## config.mk

```make
export PLATFORM = sky130hd
export DESIGN_NAME = cpu_unit
export DESIGN_NICKNAME = d
export VERILOG_FILES = /design/src/hdl/cpu_pkg.sv /design/src/hdl/cpu_unit.sv
export SDC_FILE = /design/constraint.sdc
export NUM_CORES = 1
export LEC_CHECK = 0
export BUFFER_PORTS_ARGS = -buffer_cell sky130_fd_sc_hd__buf_2
export CORE_ASPECT_RATIO = 1.4
export CORE_MARGIN = 8
export CORE_UTILIZATION = 35
export DETAILED_ROUTE_END_ITERATION = 10
export SLEW_MARGIN = 0
export SYNTH_ARGS = -nofsm -noshare
export SYNTH_HDL_FRONTEND = slang
export SYNTH_SLANG_ARGS = --single-unit
```

## constraint.sdc

```tcl
create_clock -name clk_sys_i -period 3.8 [get_ports clk_sys_i]
set_input_delay 0.57 -clock clk_sys_i [delete_from_list [all_inputs] [get_ports clk_sys_i]]
set_output_delay 0.57 -clock clk_sys_i [all_outputs]
set_load 0.02 [all_outputs]
```

## src/hdl/cpu_pkg.sv

```systemverilog
// Purpose: Constants for the compare and PWM unit (compare_value_register, timers, bus map)
// Assumes: One 100 MHz clock, Avalon-MM register slave with 32-bit words
// Notes: Offsets are byte addresses, one register per aligned word
package cpu_pkg;
    localparam logic [3:0] ADDR_CTRL = 4'h0;   // unit_control_register
    localparam logic [3:0] ADDR_CMPV = 4'h4;   // compare_value_register
    localparam logic [3:0] ADDR_T1 = 4'h8;     // first_timer_count and its control
    localparam logic [3:0] ADDR_T2 = 4'hC;     // period timer count, limit, control
    localparam int CTRL_EN_BIT = 7;
    localparam int CTRL_OUT_BIT = 5;
    localparam int CTRL_FMT_BIT = 4;
    localparam logic [7:0] CTRL_RST = 8'h00;
    localparam logic [7:0] PLIM_RST = 8'hFF;
    localparam logic [15:0] CMPV_RST = 16'h0000;
    localparam logic [3:0] MODE_OFF = 4'b0000;
    localparam logic [3:0] MODE_TGL_CLR = 4'b0001;
    localparam logic [3:0] MODE_TGL = 4'b0010;
    localparam logic [3:0] MODE_SET = 4'b1000;
    localparam logic [3:0] MODE_CLR = 4'b1001;
    localparam logic [3:0] MODE_PLS = 4'b1010;
    localparam logic [3:0] MODE_PLS_CLR = 4'b1011;
    localparam int OSC_PHASES = 4;    // Oscillator periods per instruction clock
    typedef enum logic [1:0] {
        CPU_BUS_IDLE = 2'b00,
        CPU_BUS_ACK = 2'b01
    } cpu_bus_t;
endpackage : cpu_pkg

```

## src/hdl/cpu_unit.sv

```systemverilog
// Purpose: Compare and standard PWM unit with its own timers and Avalon-MM registers
// Assumes: clk_sys_i is the oscillator clock; instruction clock is one in four cycles
// Notes: Capture modes (0011..0111) raise no events here and leave the output latch holding its value
`timescale 1ns/1ps
`default_nettype none
module cpu_unit (
    input wire logic clk_sys_i,
    input wire logic rst_n_i,
    input wire logic sleep_i,
    input wire logic ext_tick_i,
    input wire logic [3:0] avs_address_i,
    input wire logic avs_read_i,
    input wire logic avs_write_i,
    input wire logic [31:0] avs_writedata_i,
    input wire logic [3:0] avs_byteenable_i,
    output logic [31:0] avs_readdata_o,
    output logic avs_waitrequest_o,
    output logic unit_pin_o,
    output logic unit_pin_oe_o,
    output logic unit_out_int_o,
    output logic unit_event_flag_o,
    output logic period_timer_flag_o,
    output logic wake_o
);
    // Software state
    logic [7:0] ctrl_r;
    logic [15:0] cmpv_r;
    logic [15:0] t1_r;
    logic t1_on_r;
    logic t1_ext_r;
    logic [7:0] t2_r;
    logic [7:0] plim_r;
    logic [7:0] t2ctl_r;
    logic pin_dir_in_r;
    logic ie_r;
    logic [1:0] phase_r;
    logic [3:0] pre_r;
    logic [9:0] duty_buf_r;
    logic out_r;
    logic pulse_r;
    logic evf_r;
    logic t2f_r;
    logic [3:0] post_r;
    logic per_dly_r;
    cpu_pkg::cpu_bus_t bus_st_r;
    logic [31:0] rdata_nxt;

    wire logic [3:0] mode = ctrl_r[3:0];
    wire logic en = ctrl_r[cpu_pkg::CTRL_EN_BIT];
    wire logic pwm_mode = en && (mode[3:2] == 2'b11);
    wire logic wr_go = avs_write_i && (bus_st_r == cpu_pkg::CPU_BUS_IDLE);

    // Compare modes are the 10xx codes plus 0001 and 0010
    function automatic logic is_cmp(input logic [3:0] m);
        is_cmp = (m[3:2] == 2'b10) || (m == cpu_pkg::MODE_TGL_CLR) || (m == cpu_pkg::MODE_TGL);
    endfunction : is_cmp

    // Prescale divide count from the 3-bit select, capped at 1:16
    function automatic logic [3:0] pre_max(input logic [2:0] ck);
        unique case (ck)
            3'd0: pre_max = 4'h0;
            3'd1: pre_max = 4'h1;
            3'd2: pre_max = 4'h3;
            default: pre_max = 4'hF;
        endcase
    endfunction : pre_max

    wire logic cmp_mode = en && is_cmp(mode);
    wire logic inst_tick = (phase_r == 2'b11) && !sleep_i;   // Oscillator halts in sleep
    // First timer tick: instruction clock, or external tick that keeps running in sleep
    wire logic t1_tick = t1_on_r && (t1_ext_r ? ext_tick_i : inst_tick);
    wire logic cmp_hit = cmp_mode && (cmpv_r == t1_r);
    wire logic match = cmp_hit && t1_tick;   // One event per timer value
    wire logic t2_on = t2ctl_r[7];
    wire logic t2_tick = t2_on && inst_tick && (pre_r == pre_max(t2ctl_r[6:4]));
    wire logic per_match = t2_tick && (t2_r == plim_r);
    // Low time-base bits step four times per period timer step so one step is prescale oscillator cycles
    wire logic [1:0] low2 = (t2ctl_r[6:4] == 3'd0) ? phase_r :
        (t2ctl_r[6:4] == 3'd1) ? {pre_r[0], phase_r[1]} :
        (t2ctl_r[6:4] == 3'd2) ? pre_r[1:0] : pre_r[3:2];
    wire logic [9:0] tbase = {t2_r, low2};
    wire logic [9:0] duty_in = ctrl_r[cpu_pkg::CTRL_FMT_BIT] ?
        {cmpv_r[15:8], cmpv_r[7:6]} : {cmpv_r[9:8], cmpv_r[7:0]};

    // Oscillator phase divider, frozen in sleep
    always_ff @(posedge clk_sys_i)
    begin
        if (!rst_n_i)
            phase_r <= 2'b00;
        else if (!sleep_i)
            phase_r <= phase_r + 2'b01;
    end

    // Single-cycle Avalon answer: one wait cycle then ack
    always_ff @(posedge clk_sys_i)
    begin
        if (!rst_n_i)
            bus_st_r <= cpu_pkg::CPU_BUS_IDLE;
        else if (bus_st_r == cpu_pkg::CPU_BUS_ACK)
            bus_st_r <= cpu_pkg::CPU_BUS_IDLE;
        else if (avs_read_i || avs_write_i)
            bus_st_r <= cpu_pkg::CPU_BUS_ACK;
    end

    always_comb
    begin
        rdata_nxt = 32'h0000_0000;
        unique case (avs_address_i)
            cpu_pkg::ADDR_CTRL: rdata_nxt = {22'h0, ie_r, pin_dir_in_r,
                ctrl_r[7], 1'b0, out_r, ctrl_r[4:0]};
            cpu_pkg::ADDR_CMPV: rdata_nxt = {16'h0000, cmpv_r};
            cpu_pkg::ADDR_T1: rdata_nxt = {13'h0, evf_r, t1_ext_r, t1_on_r, t1_r};
            cpu_pkg::ADDR_T2: rdata_nxt = {7'h0, t2f_r, t2ctl_r, plim_r, t2_r};
            default: rdata_nxt = 32'h0000_0000;   // Unmapped reads return zero
        endcase
    end

    // Read data and waitrequest registered; waitrequest low only in the ack cycle
    always_ff @(posedge clk_sys_i)
    begin
        if (!rst_n_i)
        begin
            avs_readdata_o <= 32'h0000_0000;
            avs_waitrequest_o <= 1'b1;
        end
        else
        begin
            avs_readdata_o <= rdata_nxt;
            avs_waitrequest_o <= !((avs_read_i || avs_write_i) &&
                (bus_st_r == cpu_pkg::CPU_BUS_IDLE));
        end
    end

    // Control register, pin direction and event enable; reset sets pin to input
    always_ff @(posedge clk_sys_i)
    begin
        if (!rst_n_i)
        begin
            ctrl_r <= cpu_pkg::CTRL_RST;
            pin_dir_in_r <= 1'b1;
            ie_r <= 1'b0;
        end
        else if (wr_go && avs_address_i == cpu_pkg::ADDR_CTRL)
        begin
            if (avs_byteenable_i[0])
                ctrl_r <= {avs_writedata_i[7], 2'b00, avs_writedata_i[4:0]};
            if (avs_byteenable_i[1])
            begin
                pin_dir_in_r <= avs_writedata_i[8];
                ie_r <= avs_writedata_i[9];
            end
        end
    end

    // Compare value register, byte-wise; duty written at any time
    always_ff @(posedge clk_sys_i)
    begin
        if (!rst_n_i)
            cmpv_r <= cpu_pkg::CMPV_RST;
        else if (wr_go && avs_address_i == cpu_pkg::ADDR_CMPV)
        begin
            if (avs_byteenable_i[0])
                cmpv_r[7:0] <= avs_writedata_i[7:0];
            if (avs_byteenable_i[1])
                cmpv_r[15:8] <= avs_writedata_i[15:8];
        end
    end

    // First timer; a clearing compare mode wins over counting
    always_ff @(posedge clk_sys_i)
    begin
        if (!rst_n_i)
        begin
            t1_r <= 16'h0000;
            t1_on_r <= 1'b0;
            t1_ext_r <= 1'b0;
        end
        else if (wr_go && avs_address_i == cpu_pkg::ADDR_T1)
        begin
            if (avs_byteenable_i[0])
                t1_r[7:0] <= avs_writedata_i[7:0];
            if (avs_byteenable_i[1])
                t1_r[15:8] <= avs_writedata_i[15:8];
            if (avs_byteenable_i[2])
            begin
                t1_on_r <= avs_writedata_i[16];
                t1_ext_r <= avs_writedata_i[17];
            end
        end
        else if (match && (mode == cpu_pkg::MODE_TGL_CLR || mode == cpu_pkg::MODE_PLS_CLR))
            t1_r <= 16'h0000;
        else if (t1_tick)
            t1_r <= t1_r + 16'h0001;
    end

    // Event flag: set wins over a software clear (write 1 to bit 18)
    always_ff @(posedge clk_sys_i)
    begin
        if (!rst_n_i)
            evf_r <= 1'b0;
        else if (match || per_match && pwm_mode)
            evf_r <= 1'b1;
        else if (wr_go && avs_address_i == cpu_pkg::ADDR_T1 && avs_byteenable_i[2]
            && avs_writedata_i[18])
            evf_r <= 1'b0;
    end

    // Period timer, limit, control, prescaler and postscaled flag
    always_ff @(posedge clk_sys_i)
    begin
        if (!rst_n_i)
        begin
            t2_r <= 8'h00;
            plim_r <= cpu_pkg::PLIM_RST;
            t2ctl_r <= 8'h00;
            pre_r <= 4'h0;
            post_r <= 4'h0;
            t2f_r <= 1'b0;
        end
        else
        begin
            if (t2_on && inst_tick)
                pre_r <= (pre_r == pre_max(t2ctl_r[6:4])) ? 4'h0 : pre_r + 4'h1;
            if (per_match)
            begin
                t2_r <= 8'h00;
                post_r <= (post_r == t2ctl_r[3:0]) ? 4'h0 : post_r + 4'h1;
            end
            else if (t2_tick)
                t2_r <= t2_r + 8'h01;
            // Postscaler only paces the flag; PWM ignores it
            if (per_match && post_r == t2ctl_r[3:0])
                t2f_r <= 1'b1;
            else if (wr_go && avs_address_i == cpu_pkg::ADDR_T2 && avs_byteenable_i[3]
                && avs_writedata_i[24])
                t2f_r <= 1'b0;
            if (wr_go && avs_address_i == cpu_pkg::ADDR_T2)
            begin
                if (avs_byteenable_i[0])
                    t2_r <= avs_writedata_i[7:0];
                if (avs_byteenable_i[1])
                    plim_r <= avs_writedata_i[15:8];
                if (avs_byteenable_i[2])
                begin
                    t2ctl_r <= avs_writedata_i[23:16];
                    pre_r <= 4'h0;
                end
            end
        end
    end

    // Duty buffer loads only at period end, giving glitchless double buffering
    always_ff @(posedge clk_sys_i)
    begin
        if (!rst_n_i)
            duty_buf_r <= 10'h000;
        else if (per_match)
            duty_buf_r <= duty_in;
    end

    // Wrap delayed by one cycle; the registered clear lags its step by one cycle as well
    always_ff @(posedge clk_sys_i)
    begin
        if (!rst_n_i)
            per_dly_r <= 1'b0;
        else
            per_dly_r <= per_match;
    end

    // Output latch: compare actions and PWM set/clear
    always_ff @(posedge clk_sys_i)
    begin
        if (!rst_n_i)
        begin
            out_r <= 1'b0;
            pulse_r <= 1'b0;
        end
        else if (wr_go && avs_address_i == cpu_pkg::ADDR_CTRL && avs_byteenable_i[0]
            && avs_writedata_i[7:0] == 8'h00)
        begin
            out_r <= 1'b0;
            pulse_r <= 1'b0;
        end
        else if (!en || mode == cpu_pkg::MODE_OFF)
        begin
            out_r <= 1'b0;
            pulse_r <= 1'b0;
        end
        else if (pwm_mode)
        begin
            // Both edges shifted one cycle, so the high time is duty times prescale
            if (per_dly_r && duty_buf_r != 10'h000)
                out_r <= 1'b1;
            else if (t2_on && !sleep_i && tbase == duty_buf_r)
                out_r <= 1'b0;
        end
        else if (match)
        begin
            unique case (mode)
                cpu_pkg::MODE_TGL_CLR, cpu_pkg::MODE_TGL: out_r <= !out_r;
                cpu_pkg::MODE_SET: out_r <= 1'b1;
                cpu_pkg::MODE_CLR: out_r <= 1'b0;
                default:
                begin
                    out_r <= 1'b1;
                    pulse_r <= 1'b1;
                end
            endcase
        end
        else if (pulse_r && t1_tick)
        begin
            out_r <= 1'b0;
            pulse_r <= 1'b0;
        end
    end

    // Pin, internal copy and wake are registered
    always_ff @(posedge clk_sys_i)
    begin
        if (!rst_n_i)
        begin
            unit_pin_o <= 1'b0;
            unit_pin_oe_o <= 1'b0;
            unit_out_int_o <= 1'b0;
            unit_event_flag_o <= 1'b0;
            period_timer_flag_o <= 1'b0;
            wake_o <= 1'b0;
        end
        else
        begin
            unit_pin_o <= out_r;
            unit_pin_oe_o <= !pin_dir_in_r;
            unit_out_int_o <= out_r;
            unit_event_flag_o <= evf_r;
            period_timer_flag_o <= t2f_r;
            wake_o <= evf_r && ie_r;
        end
    end

    property p_tclr;
        @(posedge clk_sys_i) disable iff (!rst_n_i)
        (match && mode == cpu_pkg::MODE_TGL_CLR && !wr_go) |=> (t1_r == 16'h0000);
    endproperty
    a_tclr: assert property (p_tclr) else $error("timer not cleared");
    property p_evf;
        @(posedge clk_sys_i) disable iff (!rst_n_i) match |=> evf_r ##1 unit_event_flag_o;
    endproperty
    a_evf: assert property (p_evf) else $error("event flag missing");
    property p_tgl;
        @(posedge clk_sys_i) disable iff (!rst_n_i)
        (match && mode == cpu_pkg::MODE_TGL && !wr_go) |=> (out_r != $past(out_r));
    endproperty
    a_tgl: assert property (p_tgl) else $error("no toggle");
    property p_zero;
        @(posedge clk_sys_i) disable iff (!rst_n_i)
        (wr_go && avs_address_i == cpu_pkg::ADDR_CTRL && avs_byteenable_i[0]
            && avs_writedata_i[7:0] == 8'h00) |=> !out_r ##1 !unit_pin_o;
    endproperty
    a_zero: assert property (p_zero) else $error("zero write kept output");
    property p_int;
        @(posedge clk_sys_i) disable iff (!rst_n_i) ##1 (unit_out_int_o == $past(out_r));
    endproperty
    a_int: assert property (p_int) else $error("internal copy wrong");
    property p_buf;
        @(posedge clk_sys_i) disable iff (!rst_n_i)
        !per_match |=> (duty_buf_r == $past(duty_buf_r));
    endproperty
    a_buf: assert property (p_buf) else $error("duty buffer changed early");
    property p_per;
        @(posedge clk_sys_i) disable iff (!rst_n_i)
        (per_match && pwm_mode && duty_in != 10'h000 && !wr_go) ##1 (pwm_mode && !wr_go)
            |=> out_r;
    endproperty
    a_per: assert property (p_per) else $error("pin not set at period");
    property p_sleep;
        @(posedge clk_sys_i) disable iff (!rst_n_i)
        (sleep_i && !wr_go) |=> (t2_r == $past(t2_r));
    endproperty
    a_sleep: assert property (p_sleep) else $error("period timer moved in sleep");
    property p_pulse;
        @(posedge clk_sys_i) disable iff (!rst_n_i)
        (match && mode == cpu_pkg::MODE_PLS && !wr_go) |=> out_r;
    endproperty
    a_pulse: assert property (p_pulse) else $error("pulse not raised");
    c_match: cover property (@(posedge clk_sys_i) match);
    c_per: cover property (@(posedge clk_sys_i) per_match && pwm_mode);
    c_pclr: cover property (@(posedge clk_sys_i) pwm_mode && out_r ##1 !out_r);
endmodule : cpu_unit
`default_nettype wire

```

=== After elaboration in Yosys (flattened, before gate mapping) ===
Cells that the tools add are included.

* Output and inout bits: 39
* Word-level logic and storage cells: 160
* Bits of input ports: 46
* Flip-flop bits (word level): 130

* Bitwise logic cells: 2
* Multiplexer cells: 35
* Reductions and logical operators: 66
* Equality and inequality tests: 23
* Add/subtract/negate cells: 5

{| class="wikitable"
|+ Operators by type and width
! cell !! number
|-
| $pmux 25 s4 || 1
|-
| $mux 16 || 3
|-
| $mux 8 || 6
|-
| $logic_and 1x1->1 || 29
|-
| $mux 4 || 7
|-
| $eq 4x4->1 const B || 5
|-
| $reduce_and 2->1 || 10
|-
| $add 16x1->16 const B || 1
|-
| $eq 16x16->1 || 1
|-
| $eq 4x4->1 || 3
|-
| $mux 1 || 12
|-
| $pmux 4 s3 || 1
|-
| $eq 10x10->1 || 1
|-
| $mux 10 || 1
|-
| $reduce_bool 10->1 || 1
|-
| $add 4x1->4 const B || 2
|-
| $add 8x1->8 const B || 1
|-
| $eq 8x8->1 || 1
|-
| $logic_not 4->1 || 2
|-
| $logic_not 8->1 || 1
|-
| $eq 2x2->1 const B || 3
|-
| $logic_or 1x1->1 || 6
|-
| $mux 2 || 3
|-
| $ne 2x2->1 const B || 3
|-
| 18 further kinds || 27
|}

=== Logic depth before layout (Yosys ltp) ===
* Depth in word-level cells: 10
* Depth in mapped cells: 9
* Gate-level depth less buffers: 7

=== Worst setup path before layout ===
No wires, ideal clock.

* Kind: input to register
* From: input port sleep_i
* To: register out_r
* Required time: 3.709 ns
* Path slack: 1.550 ns
* Path buffers: 0
* Setup time: 0.091 ns
* Arrival: 2.159 ns
* Stages on the path: 6
* Path through: or3b_4 -> a21bo_4 -> nor4_4 -> and2_2 -> mux2_2 -> a311oi_1

* Cells in the longest elaborated chain, start to end: 7
* Elaborated cells on any way between the ends: 13
* Those cells by class: 1 x eq/ne; 3 x mux; 9 x reduce/logical

{| class="wikitable"
|+ Ends and longest elaborated chain
! item !! RTL line !! text
|-
| start, declared || cpu_unit.sv:9 || <nowiki>input wire logic sleep_i,</nowiki>
|-
| $logic_not 1->1 * || cpu_unit.sv:69, cpu_unit.sv:294 ||
|-
| $logic_and 1x1->1 || cpu_unit.sv:69 || <nowiki>wire logic inst_tick = (phase_r == 2'b11) && !sleep_i;</nowiki>
|-
| $mux 1 || cpu_unit.sv:71 || <nowiki>wire logic t1_tick = t1_on_r && (t1_ext_r ? ext_tick_i : inst_tick);</nowiki>
|-
| $logic_and 1x1->1 || cpu_unit.sv:71 ||
|-
| $logic_and 1x1->1, on equally long branches || cpu_unit.sv:73, cpu_unit.sv:310 ||
|-
| $reduce_bool 3->1 (no line) or $mux 1 (tied branches) || -- ||
|-
| $reduce_and 2->1 (no line) or $mux 1 (tied branches) || -- ||
|-
| end signal, assigned || cpu_unit.sv:300 || <nowiki>cpu_pkg::MODE_TGL_CLR, cpu_pkg::MODE_TGL: out_r <= !out_r;</nowiki>
|-
| end, declared || cpu_unit.sv:39 || <nowiki>logic out_r;</nowiki>
|}

Every way passes the cells marked *; elsewhere a longest branch is shown, timed or not.
A chain may end at the register's enable or synchronous reset.

=== Worst setup path after layout ===
* From: register phase_r[0]
* To: register t1_r[9]

* Cells in the longest elaborated chain, start to end: 8
* Elaborated cells on any way between the ends: 10
* Those cells by class: 1 x eq/ne; 3 x mux; 6 x reduce/logical

{| class="wikitable"
|+ Ends and longest elaborated chain
! item !! RTL line !! text
|-
| start, declared || cpu_unit.sv:36 || <nowiki>logic [1:0] phase_r;</nowiki>
|-
| start signal, assigned || cpu_unit.sv:91 || <nowiki>phase_r <= phase_r + 2'b01;</nowiki>
|-
| $eq 2x2->1 * || cpu_unit.sv:69 ||
|-
| $logic_and 1x1->1 * || cpu_unit.sv:69 ||
|-
| $mux 1 * || cpu_unit.sv:71 ||
|-
| $logic_and 1x1->1 * || cpu_unit.sv:71 ||
|-
| $logic_and 1x1->1 || cpu_unit.sv:73 || <nowiki>wire logic match = cmp_hit && t1_tick;</nowiki>
|-
| $logic_and 1x1->1 || cpu_unit.sv:190 || <nowiki>else if (match && (mode == cpu_pkg::MODE_TGL_CLR || mode == cpu_pkg::MODE_PLS_CLR))</nowiki>
|-
| $reduce_bool 3->1 (no line) or $mux 16 (tied branches) || -- ||
|-
| $reduce_and 2->1 (no line) or $mux 16 (tied branches) || -- ||
|-
| end signal, assigned || cpu_unit.sv:183 || <nowiki>t1_r[15:8] <= avs_writedata_i[15:8];</nowiki>
|-
| end signal, assigned || cpu_unit.sv:193 || <nowiki>t1_r <= t1_r + 16'h0001;</nowiki>
|-
| end, declared || cpu_unit.sv:28 || <nowiki>logic [15:0] t1_r;</nowiki>
|}

Marked as above.

==> impl_metrics.ini <==
[die]
die_area_sq_um = 22200
pin_count = 85
core-area_sq_um = 17300
die_h_um = 173
fp-row-count = 57
die_w_um = 128
initial_core_util_pct = 35.6

[worst_setup_path]
crit_type = reg2reg
required_ns = 4.14
critPathLaunchType = flop
critPathMaxFanout = 19
endpoint_kind = flop
crit_path_start = phase_r[0]
crit_arrival_ns = 2.84
r2r-start = phase_r[0]

[worst_hold_path]
hold_start = avs_writedata_i[19]
min_path_type = in2reg

[clock_tree]
clkSinkCount = 123
cts_setup_buffers = 0
cts_resized = 0
ctsLongestPathBuffers = 2
cts_tree = done
cts_buffers = 17
htreeDepth = 4
cts.clk_slew.worst_paths_ns = 0.06
clk_latency_ns = 0.43
hold_buffers = 0
root_buffer = clkbuf_16

[final_layout]
diodes = 0
nets = 818
area_delta_synth_final_pct = 18.1
final_cell_mix = dfxtp_1 (123), nor2_1 (78), buf_2 (70), nand2_1 (60), nand3_1 (52)
final_common_cell = dfxtp_1
layout.cells.non_filler = 1015
layout-drive-gt1-share_pct = 18.7

[power_and_ir_drop]
p_leak_nw = 2.87
max-vdd-ir-drop_uv = 269
internal-power_w = 0.00244
power.share.clock_pct = 52.7
power_switching_share_pct = 23.8
combPwrFrac_pct = 5.8
seqPwrFrac_pct = 41.5
power.total_w = 0.00321
powerDensity_nw_per_um2 = 441
power.switching_w = 0.000763

[detailed_routing]
final_antenna_net_count = 0
drc_errors = 0
first_pass_iters = 5
vias_per_cell = 5.43
vias = 5516
wl_per_cell_um = 18.7
wl_um = 19000
drt_iter0_drc = 468

[logic_synthesis]
ys_seq_area_share_pct = 39.9
yosysWarnings = 0
syn_area_sq_um = 6170
synth_edf_count = 0
async_reset_ff_share_pct = 0
synthFlopType = dfxtp_1
syn-instance-count = 715
synth_seq_cells = 123
syn_avg_cell_area_sq_um = 8.62
synth_cell_types = 65

[grt]
antenna_found_initial = 1
grt_max_degree = 50
grt_pass1_vias = 5417
grt_pass1_wl_um = 30200
track_usage_pct = 17.6
grt_overflow = 0

[sta]
setup_viol = 0
setup_ws_ns = 1.30
final_max_slew_viol_count = 0
final-hold-violation-count = 0
fin_worst_skew_ns = 0.0168
post-route-period-util_pct = 65.7
timing.setup.tns_ns = 0
tightest_slew_ns = 0.943
finalCriticalPeriod_ns = 2.50
max_freq_mhz = 401
slew_headroom_pct = 37.0
holdWs_ns = 0.397
rsz0062_at_grt = no

[status]
status = finished clean

[placement]
place_ws_ns = 1.07
gp_congestion = 0.931
post-place-cells = 984
port_buffers = 70
hpwl_um = 14100

[job]
drv_cap = 0
-- cell families (layout without fill, tap and decap cells) --
logic type | count (synthesis) | in the layout | synth area share, %
AND/OR/NAND/NOR | 274 | 274 | 21.8
AO/OA/AOI/OAI | 137 | 137 | 15.1
flip-flops | 123 | 123 | 39.9
buffers and inverters | 64 | 122 | 4.83
multiplexers | 59 | 59 | 9.88
XOR/XNOR | 52 | 52 | 7.39
adder cells (fa/ha/maj) | 5 | 5 | 1.01
other | 1 | 7 | 0.0608
-- cell usage after synthesis (3+ instances only) --
cell type / number / area (sq um)
dfxtp_1: 123 / 2460
nor2_1: 78 / 293
nand2_1: 60 / 225
nand3_1: 52 / 260
mux2i_1: 44 / 440
a21oi_1: 31 / 155
o21ai_0: 31 / 155
clkbuf_1: 30 / 113
xnor2_1: 29 / 254
xor2_1: 23 / 201
a211oi_1: 19 / 143
nand4_1: 17 / 106
mux2_2: 15 / 169
buf_2: 12 / 60.1
and2_1: 10 / 62.6
a222oi_1: 9 / 90.1
buf_4: 9 / 67.6
nor4_1: 9 / 56.3
a22oi_1: 8 / 60.1
and3_1: 8 / 50.1
inv_1: 7 / 26.3
nor3_1: 7 / 35.0
nand3b_1: 6 / 45.0
a31oi_1: 5 / 31.3
a32o_1: 5 / 50.1
ha_1: 5 / 62.6
nor2b_1: 5 / 31.3
a22o_1: 4 / 35.0
nand2b_1: 4 / 25.0
o211ai_1: 4 / 30.0
buf_1: 3 / 11.3
nor2_2: 3 / 18.8
o31ai_1: 3 / 22.5
-- power by group through the flow --
stage	sequential [W]	clock, W	combinational, W
after CTS	0.00133	0.00172	0.000186
after floorplan	0.00135	0	0.000121
after detailed placement	0.00136	0	0.000186
final	0.00133	0.00169	0.000186
after global placement	0.00136	0	0.000186
after global routing	0.00133	0.00177	0.000202
-- metrics by stage --
stage | util, % | cell area (sq um)
final | 42.0 | 7280
after global routing | 42.0 | 7280
after CTS | 42.0 | 7280
after detailed placement | 38.5 | 6660
after global placement | 38.5 | 6660
after floorplan | - | 6190
-- cell type report --
cell class	count	area (sq um)
inverter	8	30.0
timing repair buffer	83	448
tap	236	295
clock buffer	19	453
multi-input combinational	534	3430
fill	1757	10000
sequential	123	2460
clock inverter	12	164
-- critical path, cell delays in order (launching register included) --
cell,delay [ns]
dfxtp_1,0.38
ha_1,0.25
or3b_4,0.42
a21boi_2,0.30
nand2_2,0.31
buf_4,0.26
nor4_1,0.22
o21ai_1,0.09
a31oi_1,0.18
-- metal layers --
layer | GRT usage [%] | share of wire (%)
met3 | 3.85 | 5.5
met5 | 0 | 0.069
met4 | 10.5 | 4.9
met1 | 19.6 | 39
met2 | 29.8 | 50
-- state kept, by name, summed over array words and instances, names as in the netlist, 2 cells and up --
register        cells
avs_readdata_o     25
cmpv_r             16
ctrl_r              6
duty_buf_r         10
phase_r             2
plim_r              8
post_r              4
pre_r               4
t1_r               16
t2_r                8
t2ctl_r             8
-- path summary, 6_finish.rpt --
kind,end,slack [ns],cells past startpoint
hold / removal,t2ctl_r[3],0.40,3
setup / recovery,t1_r[9],1.30,8
hold reg to reg,avs_readdata_o[24],0.46,2
setup reg to reg,t1_r[9],1.30,8
No activity file was read; power rests on OpenSTA's default activity.
